File: src/sbcsf_pkg.sv
`default_nettype none
package sbcsf_pkg;
  localparam logic [6:0] ADDR_SUPPLY = 7'h41;
  localparam logic [6:0] ADDR_THERMAL = 7'h42;
  localparam logic [6:0] ADDR_DEVINFO = 7'h43;
  localparam logic [6:0] ADDR_BUSFIRST = 7'h44;
  localparam int CMD_BIT = 7;
  localparam int FRAME_BITS = 16;
  localparam logic [7:0] SUPPLY_RESET = 8'h00;
  localparam logic [7:0] SUPPLY_RSVD_MASK = 8'h02;
  localparam logic [7:0] THERMAL_MASK = 8'h07;
  localparam logic [7:0] THERMAL_RESET = 8'h00;
  localparam logic [7:0] DEVINFO_RESET = 8'h00;
  localparam logic [7:0] BUSFIRST_MASK = 8'h67;
  localparam logic [7:0] BUSFIRST_RESET = 8'h00;
  localparam logic [1:0] PREV_FAILURE = 2'h1;
  localparam logic [1:0] PREV_SLEEP = 2'h2;
  localparam logic [1:0] WDFAIL_MAX = 2'h2;
  localparam logic [4:0] BITCNT_RESET = 5'h00;

  typedef struct packed {
    logic powerOn;
    logic linSupplyUndervolt;
    logic coreSupplyOvervolt;
    logic secondSupplyOvertemp;
    logic secondSupplyUndervolt;
    logic coreSupplyShort;
    logic coreSupplyUndervolt;
    logic severeThermalShutdown;
    logic firstThermalShutdown;
    logic thermalPrewarning;
    logic resetPinStuckHigh;
    logic safeInputPatternError;
    logic failOutputsActive;
    logic linFailValid;
    logic [1:0] firstLinFailureCode;
    logic canFailValid;
    logic [1:0] canFailureCode;
    logic canSupplyUndervolt;
  } sbcsf_events_t;

  typedef struct packed {
    logic coreSupplyOn;
    logic secondSupplyOn;
    logic linActive;
  } sbcsf_gates_t;

  typedef struct packed {
    logic restartFailure;
    logic restartSleep;
    logic watchdogFail;
    logic watchdogTriggerOk;
  } sbcsf_restart_t;

  typedef struct packed {
    logic [7:0] supply;
    logic [7:0] thermal;
    logic [7:0] devInfo;
    logic [7:0] busFirst;
  } sbcsf_regs_t;
endpackage
`default_nettype wire

File: src/sbcsf_spi_frame.sv
`default_nettype none
module sbcsf_spi_frame
  import sbcsf_pkg::*;
(
  input wire logic clk_sys,
  input wire logic arst_n,
  input wire logic spiSelect_n,
  input wire logic spiClkRise,
  input wire logic spiClkFall,
  input wire logic spiMosi,
  input wire logic [7:0] readData,
  output logic spiMiso,
  output logic addrValid,
  output logic [7:0] cmdByte,
  output logic frameDone
);
  typedef struct packed {
    logic [4:0] bitCnt;
    logic [15:0] shiftIn;
    logic [7:0] shiftOut;
    logic addrValid;
    logic [7:0] cmdByte;
    logic frameDone;
    logic miso;
  } sbcsf_fr_t;

  sbcsf_fr_t st_ff;
  sbcsf_fr_t nxt_st;

  always_comb
  begin
    nxt_st = st_ff;
    nxt_st.frameDone = 1'b0;
    nxt_st.addrValid = 1'b0;
    if (spiSelect_n)
    begin
      // Exactly 16-bit frames only; shorter or longer ones never raise frameDone
      if (st_ff.bitCnt == 5'(FRAME_BITS))
        nxt_st.frameDone = 1'b1;
      nxt_st.bitCnt = BITCNT_RESET;
    end
    else
    begin
      if (spiClkRise && st_ff.bitCnt != 5'h1F)
      begin
        nxt_st.shiftIn = {st_ff.shiftIn[14:0], spiMosi};
        nxt_st.bitCnt = st_ff.bitCnt + 5'h01;
        if (st_ff.bitCnt == 5'h07)
        begin
          nxt_st.cmdByte = {st_ff.shiftIn[6:0], spiMosi};
          nxt_st.addrValid = 1'b1;
        end
      end
      if (spiClkFall)
      begin
        // Data byte follows the command byte, MSB first
        if (st_ff.bitCnt == 5'h08)
        begin
          nxt_st.miso = readData[7];
          nxt_st.shiftOut = {readData[6:0], 1'b0};
        end
        else
        begin
          nxt_st.miso = st_ff.shiftOut[7];
          nxt_st.shiftOut = {st_ff.shiftOut[6:0], 1'b0};
        end
      end
    end
  end

  always_ff @(posedge clk_sys or negedge arst_n)
  begin
    if (!arst_n)
      st_ff <= '0;
    else
      st_ff <= nxt_st;
  end

  assign spiMiso = st_ff.miso;
  assign addrValid = st_ff.addrValid;
  assign cmdByte = st_ff.cmdByte;
  assign frameDone = st_ff.frameDone;
endmodule // sbcsf_spi_frame
`default_nettype wire

File: src/sbcsf_status_regs.sv
`default_nettype none
// Functional notes
// - Supply fault register at 0x41: POR, LIN UV, core OV, 2nd OT/UV, short, rsvd, core UV.
// - Supply register bits 6:0 zero after reset; bit 7 reports power-on.
// - Core short and core undervoltage not set while core supply off.
// - Second supply flags not set while second supply off.
// - LIN undervoltage not set while all LIN transceivers wake-capable or off.
// - Reserved bits read zero and ignore clears.
// - Thermal register 0x42, bits 2:0 flags, resets zero, restart keeps them.
// - Severe thermal shutdown sets its flag and forces fail-safe mode.
// - Device info register 0x43 resets zero; restart keeps all bits except 7:6.
// - Bits 7:6 hold previous state: 01 failure, 10 sleep wake, 11 unused.
// - Restart from watchdog, severe thermal, core UV or OV gives code 01.
// - Previous-state field holds until the next restart overwrites it or host clears it.
// - Bit 5 reset pin stuck high, bit 4 fail-safe input pattern error.
// - Bits 3:2 count watchdog failures, saturating at 10.
// - Watchdog counter self-clears on a successful watchdog trigger.
// - Invalid SPI command is not executed and sets bit 1.
// - Invalid-command flag clears only by host clear command.
// - Bit 0 set whenever fail outputs were activated.
// - Bus register 0x44: LIN code 6:5, CAN code 2:1, CAN UV bit 0.
// - Command bit 7 low reads, high clears the byte; data ignored; here the watchdog counter bits 3:2 are kept.
// - Apart from watchdog counter, flags change only by host clear; here the bus codes are also overwritten by any new nonzero code.
// - Bus failure codes: 00 none, 01 thermal, 10 TXD timeout, 11 bus timeout.
module sbcsf_status_regs
  import sbcsf_pkg::*;
(
  input wire logic clk_sys,
  input wire logic arst_n,
  input wire logic softReset,
  input wire logic spiSelect_n,
  input wire logic spiClkRise,
  input wire logic spiClkFall,
  input wire logic spiMosi,
  input wire sbcsf_events_t evt,
  input wire sbcsf_gates_t gates,
  input wire sbcsf_restart_t rst,
  output logic spiMiso,
  output logic failSafeReq,
  output logic invalidCmd,
  output logic [7:0] supplyFlags,
  output logic [7:0] thermalFlags,
  output logic [7:0] deviceInfoFlags,
  output logic [7:0] busFailFlagsFirst
);
  typedef struct packed {
    sbcsf_regs_t regs;
    logic failSafe;
    logic invalid;
    logic [7:0] snap;
    logic clearPend;
    logic [6:0] clearAddr;
  } sbcsf_state_t;

  sbcsf_state_t st_ff;
  sbcsf_state_t nxt_st;
  logic addrValid;
  logic [7:0] cmdByte;
  logic frameDone;
  logic [7:0] readData;

  function automatic logic isMapped(input logic [6:0] a);
    isMapped = (a == ADDR_SUPPLY) || (a == ADDR_THERMAL) ||
               (a == ADDR_DEVINFO) || (a == ADDR_BUSFIRST);
  endfunction

  function automatic logic [7:0] selectReg(input sbcsf_regs_t r, input logic [6:0] a);
    unique case (a)
      ADDR_SUPPLY: selectReg = r.supply;
      ADDR_THERMAL: selectReg = r.thermal;
      ADDR_DEVINFO: selectReg = r.devInfo;
      ADDR_BUSFIRST: selectReg = r.busFirst;
      default: selectReg = 8'h00;
    endcase
  endfunction

  // Snapshot taken at the address byte, so a clear answers with the old flags
  assign readData = st_ff.snap;

  sbcsf_spi_frame u_frame (
    .clk_sys(clk_sys),
    .arst_n(arst_n),
    .spiSelect_n(spiSelect_n),
    .spiClkRise(spiClkRise),
    .spiClkFall(spiClkFall),
    .spiMosi(spiMosi),
    .readData(readData),
    .spiMiso(spiMiso),
    .addrValid(addrValid),
    .cmdByte(cmdByte),
    .frameDone(frameDone)
  );

  always_comb
  begin
    logic [7:0] clrMask;
    logic [7:0] setSup;
    logic [7:0] setThm;
    logic [7:0] setDev;
    logic [7:0] setBus;
    logic [1:0] wdCnt;
    clrMask = 8'h00;
    setSup = 8'h00;
    setThm = 8'h00;
    setDev = 8'h00;
    setBus = 8'h00;
    wdCnt = st_ff.regs.devInfo[3:2];
    nxt_st = st_ff;
    nxt_st.invalid = 1'b0;

    if (addrValid)
    begin
      nxt_st.snap = selectReg(st_ff.regs, cmdByte[6:0]);
      nxt_st.clearPend = cmdByte[CMD_BIT] && isMapped(cmdByte[6:0]);
      nxt_st.clearAddr = cmdByte[6:0];
      // Every address other than the four mapped registers is flagged as an invalid command
      if (!isMapped(cmdByte[6:0]))
        nxt_st.invalid = 1'b1;
    end

    // Clear acts only once the whole frame arrived, so aborted frames clear nothing
    if (frameDone && st_ff.clearPend)
    begin
      clrMask = 8'hFF;
      nxt_st.clearPend = 1'b0;
    end
    else if (frameDone)
      nxt_st.clearPend = 1'b0;

    setSup[6] = evt.linSupplyUndervolt && gates.linActive;
    setSup[5] = evt.coreSupplyOvervolt;
    setSup[4] = evt.secondSupplyOvertemp && gates.secondSupplyOn;
    setSup[3] = evt.secondSupplyUndervolt && gates.secondSupplyOn;
    setSup[2] = evt.coreSupplyShort && gates.coreSupplyOn;
    setSup[0] = evt.coreSupplyUndervolt && gates.coreSupplyOn;
    setSup[7] = evt.powerOn;
    setThm = {5'h00, evt.severeThermalShutdown, evt.firstThermalShutdown,
              evt.thermalPrewarning};
    setDev[5] = evt.resetPinStuckHigh;
    setDev[4] = evt.safeInputPatternError;
    setDev[1] = nxt_st.invalid;
    setDev[0] = evt.failOutputsActive;
    setBus[0] = evt.canSupplyUndervolt;

    // Set wins over clear on every flag; reserved bits masked off
    if (st_ff.clearAddr == ADDR_SUPPLY)
      nxt_st.regs.supply = (st_ff.regs.supply & ~clrMask) | setSup;
    else
      nxt_st.regs.supply = st_ff.regs.supply | setSup;
    nxt_st.regs.supply = nxt_st.regs.supply & ~SUPPLY_RSVD_MASK;

    if (st_ff.clearAddr == ADDR_THERMAL)
      nxt_st.regs.thermal = ((st_ff.regs.thermal & ~clrMask) | setThm) & THERMAL_MASK;
    else
      nxt_st.regs.thermal = (st_ff.regs.thermal | setThm) & THERMAL_MASK;

    if (st_ff.clearAddr == ADDR_BUSFIRST)
      nxt_st.regs.busFirst = (st_ff.regs.busFirst & ~clrMask) | setBus;
    else
      nxt_st.regs.busFirst = st_ff.regs.busFirst | setBus;
    // A new code overwrites; codes are latched nonzero until cleared
    if (evt.linFailValid && evt.firstLinFailureCode != 2'h0)
      nxt_st.regs.busFirst[6:5] = evt.firstLinFailureCode;
    if (evt.canFailValid && evt.canFailureCode != 2'h0)
      nxt_st.regs.busFirst[2:1] = evt.canFailureCode;
    nxt_st.regs.busFirst = nxt_st.regs.busFirst & BUSFIRST_MASK;

    // Watchdog counter is read-only to the host: a clear leaves it alone
    if (rst.watchdogTriggerOk)
      wdCnt = 2'h0;
    if (rst.watchdogFail && wdCnt != WDFAIL_MAX)
      wdCnt = wdCnt + 2'h1;
    if (st_ff.clearAddr == ADDR_DEVINFO)
      nxt_st.regs.devInfo = (st_ff.regs.devInfo & ~clrMask) | setDev;
    else
      nxt_st.regs.devInfo = st_ff.regs.devInfo | setDev;
    nxt_st.regs.devInfo[3:2] = wdCnt;
    // Restart writes the previous-state field; all other bits persist
    if (rst.restartFailure)
      nxt_st.regs.devInfo[7:6] = PREV_FAILURE;
    else if (rst.restartSleep)
      nxt_st.regs.devInfo[7:6] = PREV_SLEEP;

    if (evt.severeThermalShutdown)
      nxt_st.failSafe = 1'b1;
    else if (rst.restartFailure)
      nxt_st.failSafe = 1'b0;

    if (softReset)
    begin
      // Soft reset zeroes the bank but keeps the power-on indication
      nxt_st.regs.supply = {st_ff.regs.supply[7] | evt.powerOn, 7'h00};
      nxt_st.regs.thermal = THERMAL_RESET;
      nxt_st.regs.devInfo = DEVINFO_RESET;
      nxt_st.regs.busFirst = BUSFIRST_RESET;
      nxt_st.clearPend = 1'b0;
    end
  end

  always_ff @(posedge clk_sys or negedge arst_n)
  begin
    if (!arst_n)
    begin
      st_ff <= '0;
      // Async reset is the power-on reset, so the power-on flag is set
      st_ff.regs.supply <= SUPPLY_RESET | 8'h80;
    end
    else
      st_ff <= nxt_st;
  end

  assign failSafeReq = st_ff.failSafe;
  assign invalidCmd = st_ff.invalid;
  assign supplyFlags = st_ff.regs.supply;
  assign thermalFlags = st_ff.regs.thermal;
  assign deviceInfoFlags = st_ff.regs.devInfo;
  assign busFailFlagsFirst = st_ff.regs.busFirst;
endmodule // sbcsf_status_regs
`default_nettype wire

File: config.mk
export PLATFORM = sky130hd
export DESIGN_NAME = sbcsf_status_regs
export DESIGN_NICKNAME = d
export VERILOG_FILES = /design/src/sbcsf_pkg.sv /design/src/sbcsf_spi_frame.sv /design/src/sbcsf_status_regs.sv
export SDC_FILE = /design/constraint.sdc
export NUM_CORES = 1
export LEC_CHECK = 0
export BUFFER_PORTS_ARGS = -buffer_cell sky130_fd_sc_hd__buf_2
export CAP_MARGIN = 15
export CORE_ASPECT_RATIO = 0.75
export CORE_UTILIZATION = 40
export CTS_CLUSTER_DIAMETER = 40
export DETAILED_ROUTE_END_ITERATION = 8
export HOLD_SLACK_MARGIN = 0.1
export PLACE_DENSITY = 0.64
export SLEW_MARGIN = 20
export SYNTH_ARGS = -nofsm -noshare
export SYNTH_HDL_FRONTEND = slang
export SYNTH_SLANG_ARGS = --single-unit
File: constraint.sdc
create_clock -name clk_sys -period 3.6 [get_ports clk_sys]
set_input_delay 0.72 -clock clk_sys [delete_from_list [all_inputs] [get_ports clk_sys]]
set_output_delay 0.72 -clock clk_sys [all_outputs]
set_load 0.005 [all_outputs]
==> out/metrics.json <==
{
  "outcome": "complete, no violations",
  "vdd.ir_drop.worst_uv": 253,
  "max_cap_violations": 0,
  "yosysSeqAreaShare": 0.509,
  "initial_utilization": 0.413,
  "number_of_enable_type_register_cells_in_the_synthesized_netlist": 0,
  "post_synthesis_sequential_element_count": 71,
  "cts_setup_buffers": 0,
  "design.final.nets": 376,
  "layout.cells.most_common": "sky130_fd_sc_hd__dfrtp_1",
  "achievable-frequency_mhz": 445,
  "synth_cell_types": 47,
  "clock_tree.buffer_depth": 2,
  "placement.cell_area_sq_um": 3660,
  "detailedPlacementHpwl_um": 5050,
  "standard_cell_row_count": 29,
  "antenna-diode-count": 0,
  "worstPathMaxFanout": 9,
  "hold_viol": 0,
  "grt_pass1_wl_um": 11500,
  "period_needed_ps": 2250,
  "power-per-cell-area_nw_per_um2": 478,
  "worst_ep_arrival_time_ps": 2460,
  "critical_path.endpoint_type": "flip-flop",
  "cts_tree": "built",
  "clock_tree.root_cell": "sky130_fd_sc_hd__clkbuf_16",
  "yosysWarningCount": 0,
  "cp.required_ps": 3810,
  "startpoint_type": "flip-flop",
  "gp_congestion": 0.749,
  "report.power.total_mw": 1.89,
  "grt.total_usage": 0.165,
  "via_per_inst": 5.25,
  "slack_of_the_worst_reg_to_reg_path_ps": 1350,
  "post_synth_top_flop": "sky130_fd_sc_hd__dfrtp_1",
  "fin_area_sq_um": 3960,
  "route.detailed.drc": 0,
  "post-synth-top-area-fraction": 0.502,
  "die_w_um": 110,
  "power_leakage_nw": 1.85,
  "grt_setup_unrepaired": "false",
  "detailedRoute.firstIterationViolations": 128,
  "totalNegativeSetupSlack_ps": 0,
  "wl_per_cell_um": 15.7,
  "fillerInstances": 778,
  "clk_latency_ps": 330,
  "cts_resized": 0,
  "layout_common_cells": "sky130_fd_sc_hd__dfrtp_1 (70), sky130_fd_sc_hd__buf_2 (59), sky130_fd_sc_hd__mux2_2 (26)",
  "antenna_violations_before_repair": 0,
  "num_io_pins": 69,
  "post_route_cells_drive_above_1_share": 0.321,
  "core_ar_sq_um": 8450,
  "hold-worst-slack_ps": 468,
  "number_of_buffers_inserted_during_clock_tree_synthesis": 9,
  "slew_headroom": 0.362,
  "synth.area.top_cells": "sky130_fd_sc_hd__dfrtp_1 (50%), sky130_fd_sc_hd__mux2_2 (8.4%), sky130_fd_sc_hd__buf_4 (6.9%)",
  "synthArstFlopShare": 1.00,
  "netlist.top_cell.by_area": "sky130_fd_sc_hd__dfrtp_1",
  "worstSetupPathType": "reg2reg",
  "htree_num_levels": 3,
  "min_path_type": "reg2reg",
  "grt_max_degree": 44,
  "synth.avg_cell_area_sq_um": 11.6,
  "ctsHoldBuffers": 0,
  "die_area_sq_um": 9110,
  "timing.final.max_slew_violations": 0,
  "seq_area_sq_um": 1780,
  "finClkSkew_ps": 6.94,
  "vias": 2367,
  "overflow_after_grt": 0,
  "worstMarginPinSlew_ps": 956,
  "clkSlewWorstSetupHoldPaths_ps": 50,
  "die_height_um": 82.9,
  "syn_inst": 301,
  "drtPass1Iterations": 4,
  "postRouteAntennaNets": 0,
  "mappedNetlistArea_sq_um": 3490,
  "areaGrowthSynthToFinish_pct": 13.3,
  "cts_num_sinks": 71,
  "min_period_over_period": 0.625,
  "multi_input_area_sq_um": 1410,
  "wirelength_um": 7070,
  "first_global_vias": 2291,
  "buffer_ports.inserted": 59,
  "setup-violations-final": 0
}
[sequential cells by signal, indices dropped and copies added, names as in the netlist]
signal             flops
u_frame.st_ff         19
deviceInfoFlags        8
readData               8
st_ff                  8
u_frame.cmdByte        8
supplyFlags            7
busFailFlagsFirst      5
thermalFlags           3
failSafeReq            1
invalidCmd             1
u_frame.addrValid      1
u_frame.frameDone      1
u_frame.spiMiso        1
[layer usage]
| layer | up-vias | wire length [um] | track usage |
|---|---|---|---|
| li1 | 1126 | - | - |
| met1 | 1160 | 3490 | 0.239 |
| met2 | 77 | 3060 | 0.239 |
| met3 | 4 | 474 | 0.0526 |
| met4 | 0 | 44 | 0.0400 |
| met5 | - | 0 | 0 |
[final cells by class]
class	instances	share of cell area
Tap cell	108	0.0341
Inverter	9	0.00854
Timing Repair Buffer	61	0.0784
Clock buffer	9	0.0569
Clock inverter	7	0.0161
Sequential cell	71	0.449
Multi-Input combinational cell	186	0.357
[through the flow]
stage,utilization,std cells,worst slack [ps]
6_report,0.468,451,1350
5_1_grt,0.468,451,1240
3_3_place_gp,0.433,435,1460
3_5_place_dp,0.433,435,1360
2_1_floorplan,-,309,1570
4_1_cts,0.467,451,1340
[final timing paths]
check,to,startpoint,depth (start not counted)
worst min-delay path,st_ff[7]$_DFFE_PN0P_,u_frame.frameDone$_DFF_PN0_,1
worst max-delay path,u_frame.cmdByte[3]$_DFFE_PN0P_,u_frame.st_ff[35]$_DFFE_PN0P_,6
min in group asynchronous,u_frame.spiMiso$_DFFE_PN0P_,arst_n,1
worst max register to register,u_frame.cmdByte[3]$_DFFE_PN0P_,u_frame.st_ff[35]$_DFFE_PN0P_,6
worst min register to register,st_ff[7]$_DFFE_PN0P_,u_frame.frameDone$_DFF_PN0_,1
max in group asynchronous,u_frame.addrValid$_DFF_PN0_,arst_n,2
[power by group]
group / total [mW] / leakage, nW / switching, mW / internal (mW)
clock: 0.852 / 0.149 / 0.322 / 0.530
combinational: 0.152 / 0.759 / 0.0750 / 0.0766
sequential: 0.888 / 0.947 / 0.0397 / 0.848
total: 1.89 / 1.85 / 0.436 / 1.46
[synth_stat cells, types with 6 or more instances]
| cell | count |
|---|---|
| sky130_fd_sc_hd__mux2i_1 | 13 |
| sky130_fd_sc_hd__clkbuf_1 | 6 |
| sky130_fd_sc_hd__nand2b_1 | 6 |
| sky130_fd_sc_hd__nand2_1 | 19 |
| sky130_fd_sc_hd__a311oi_1 | 7 |
| sky130_fd_sc_hd__o2bb2ai_1 | 8 |
| sky130_fd_sc_hd__nor2_1 | 15 |
| sky130_fd_sc_hd__dfrtp_1 | 70 |
| sky130_fd_sc_hd__buf_4 | 32 |
| sky130_fd_sc_hd__o21ai_0 | 10 |
| sky130_fd_sc_hd__mux2_2 | 26 |
| sky130_fd_sc_hd__inv_1 | 8 |
| sky130_fd_sc_hd__a21oi_1 | 11 |
| sky130_fd_sc_hd__nor4bb_1 | 7 |
[logic make-up after synthesis]
group	synth area share
AND/OR/NAND/NOR	0.128
flip-flops	0.509
AO/OA/AOI/OAI	0.119
buffers and inverters	0.0996
multiplexers	0.121
adder cells (fa/ha/maj)	0.0143
XOR/XNOR	0.00753
other	0.00107
[worst max-delay path, cell delays in order (launching register included)]
cell	delay [ps]
sky130_fd_sc_hd__dfrtp_1	400
sky130_fd_sc_hd__ha_1	260
sky130_fd_sc_hd__and3_1	210
sky130_fd_sc_hd__ha_1	230
sky130_fd_sc_hd__nor3b_4	450
sky130_fd_sc_hd__nand4_4	260
sky130_fd_sc_hd__mux2_2	330
Note: power is estimated with default switching activity, not from simulation.
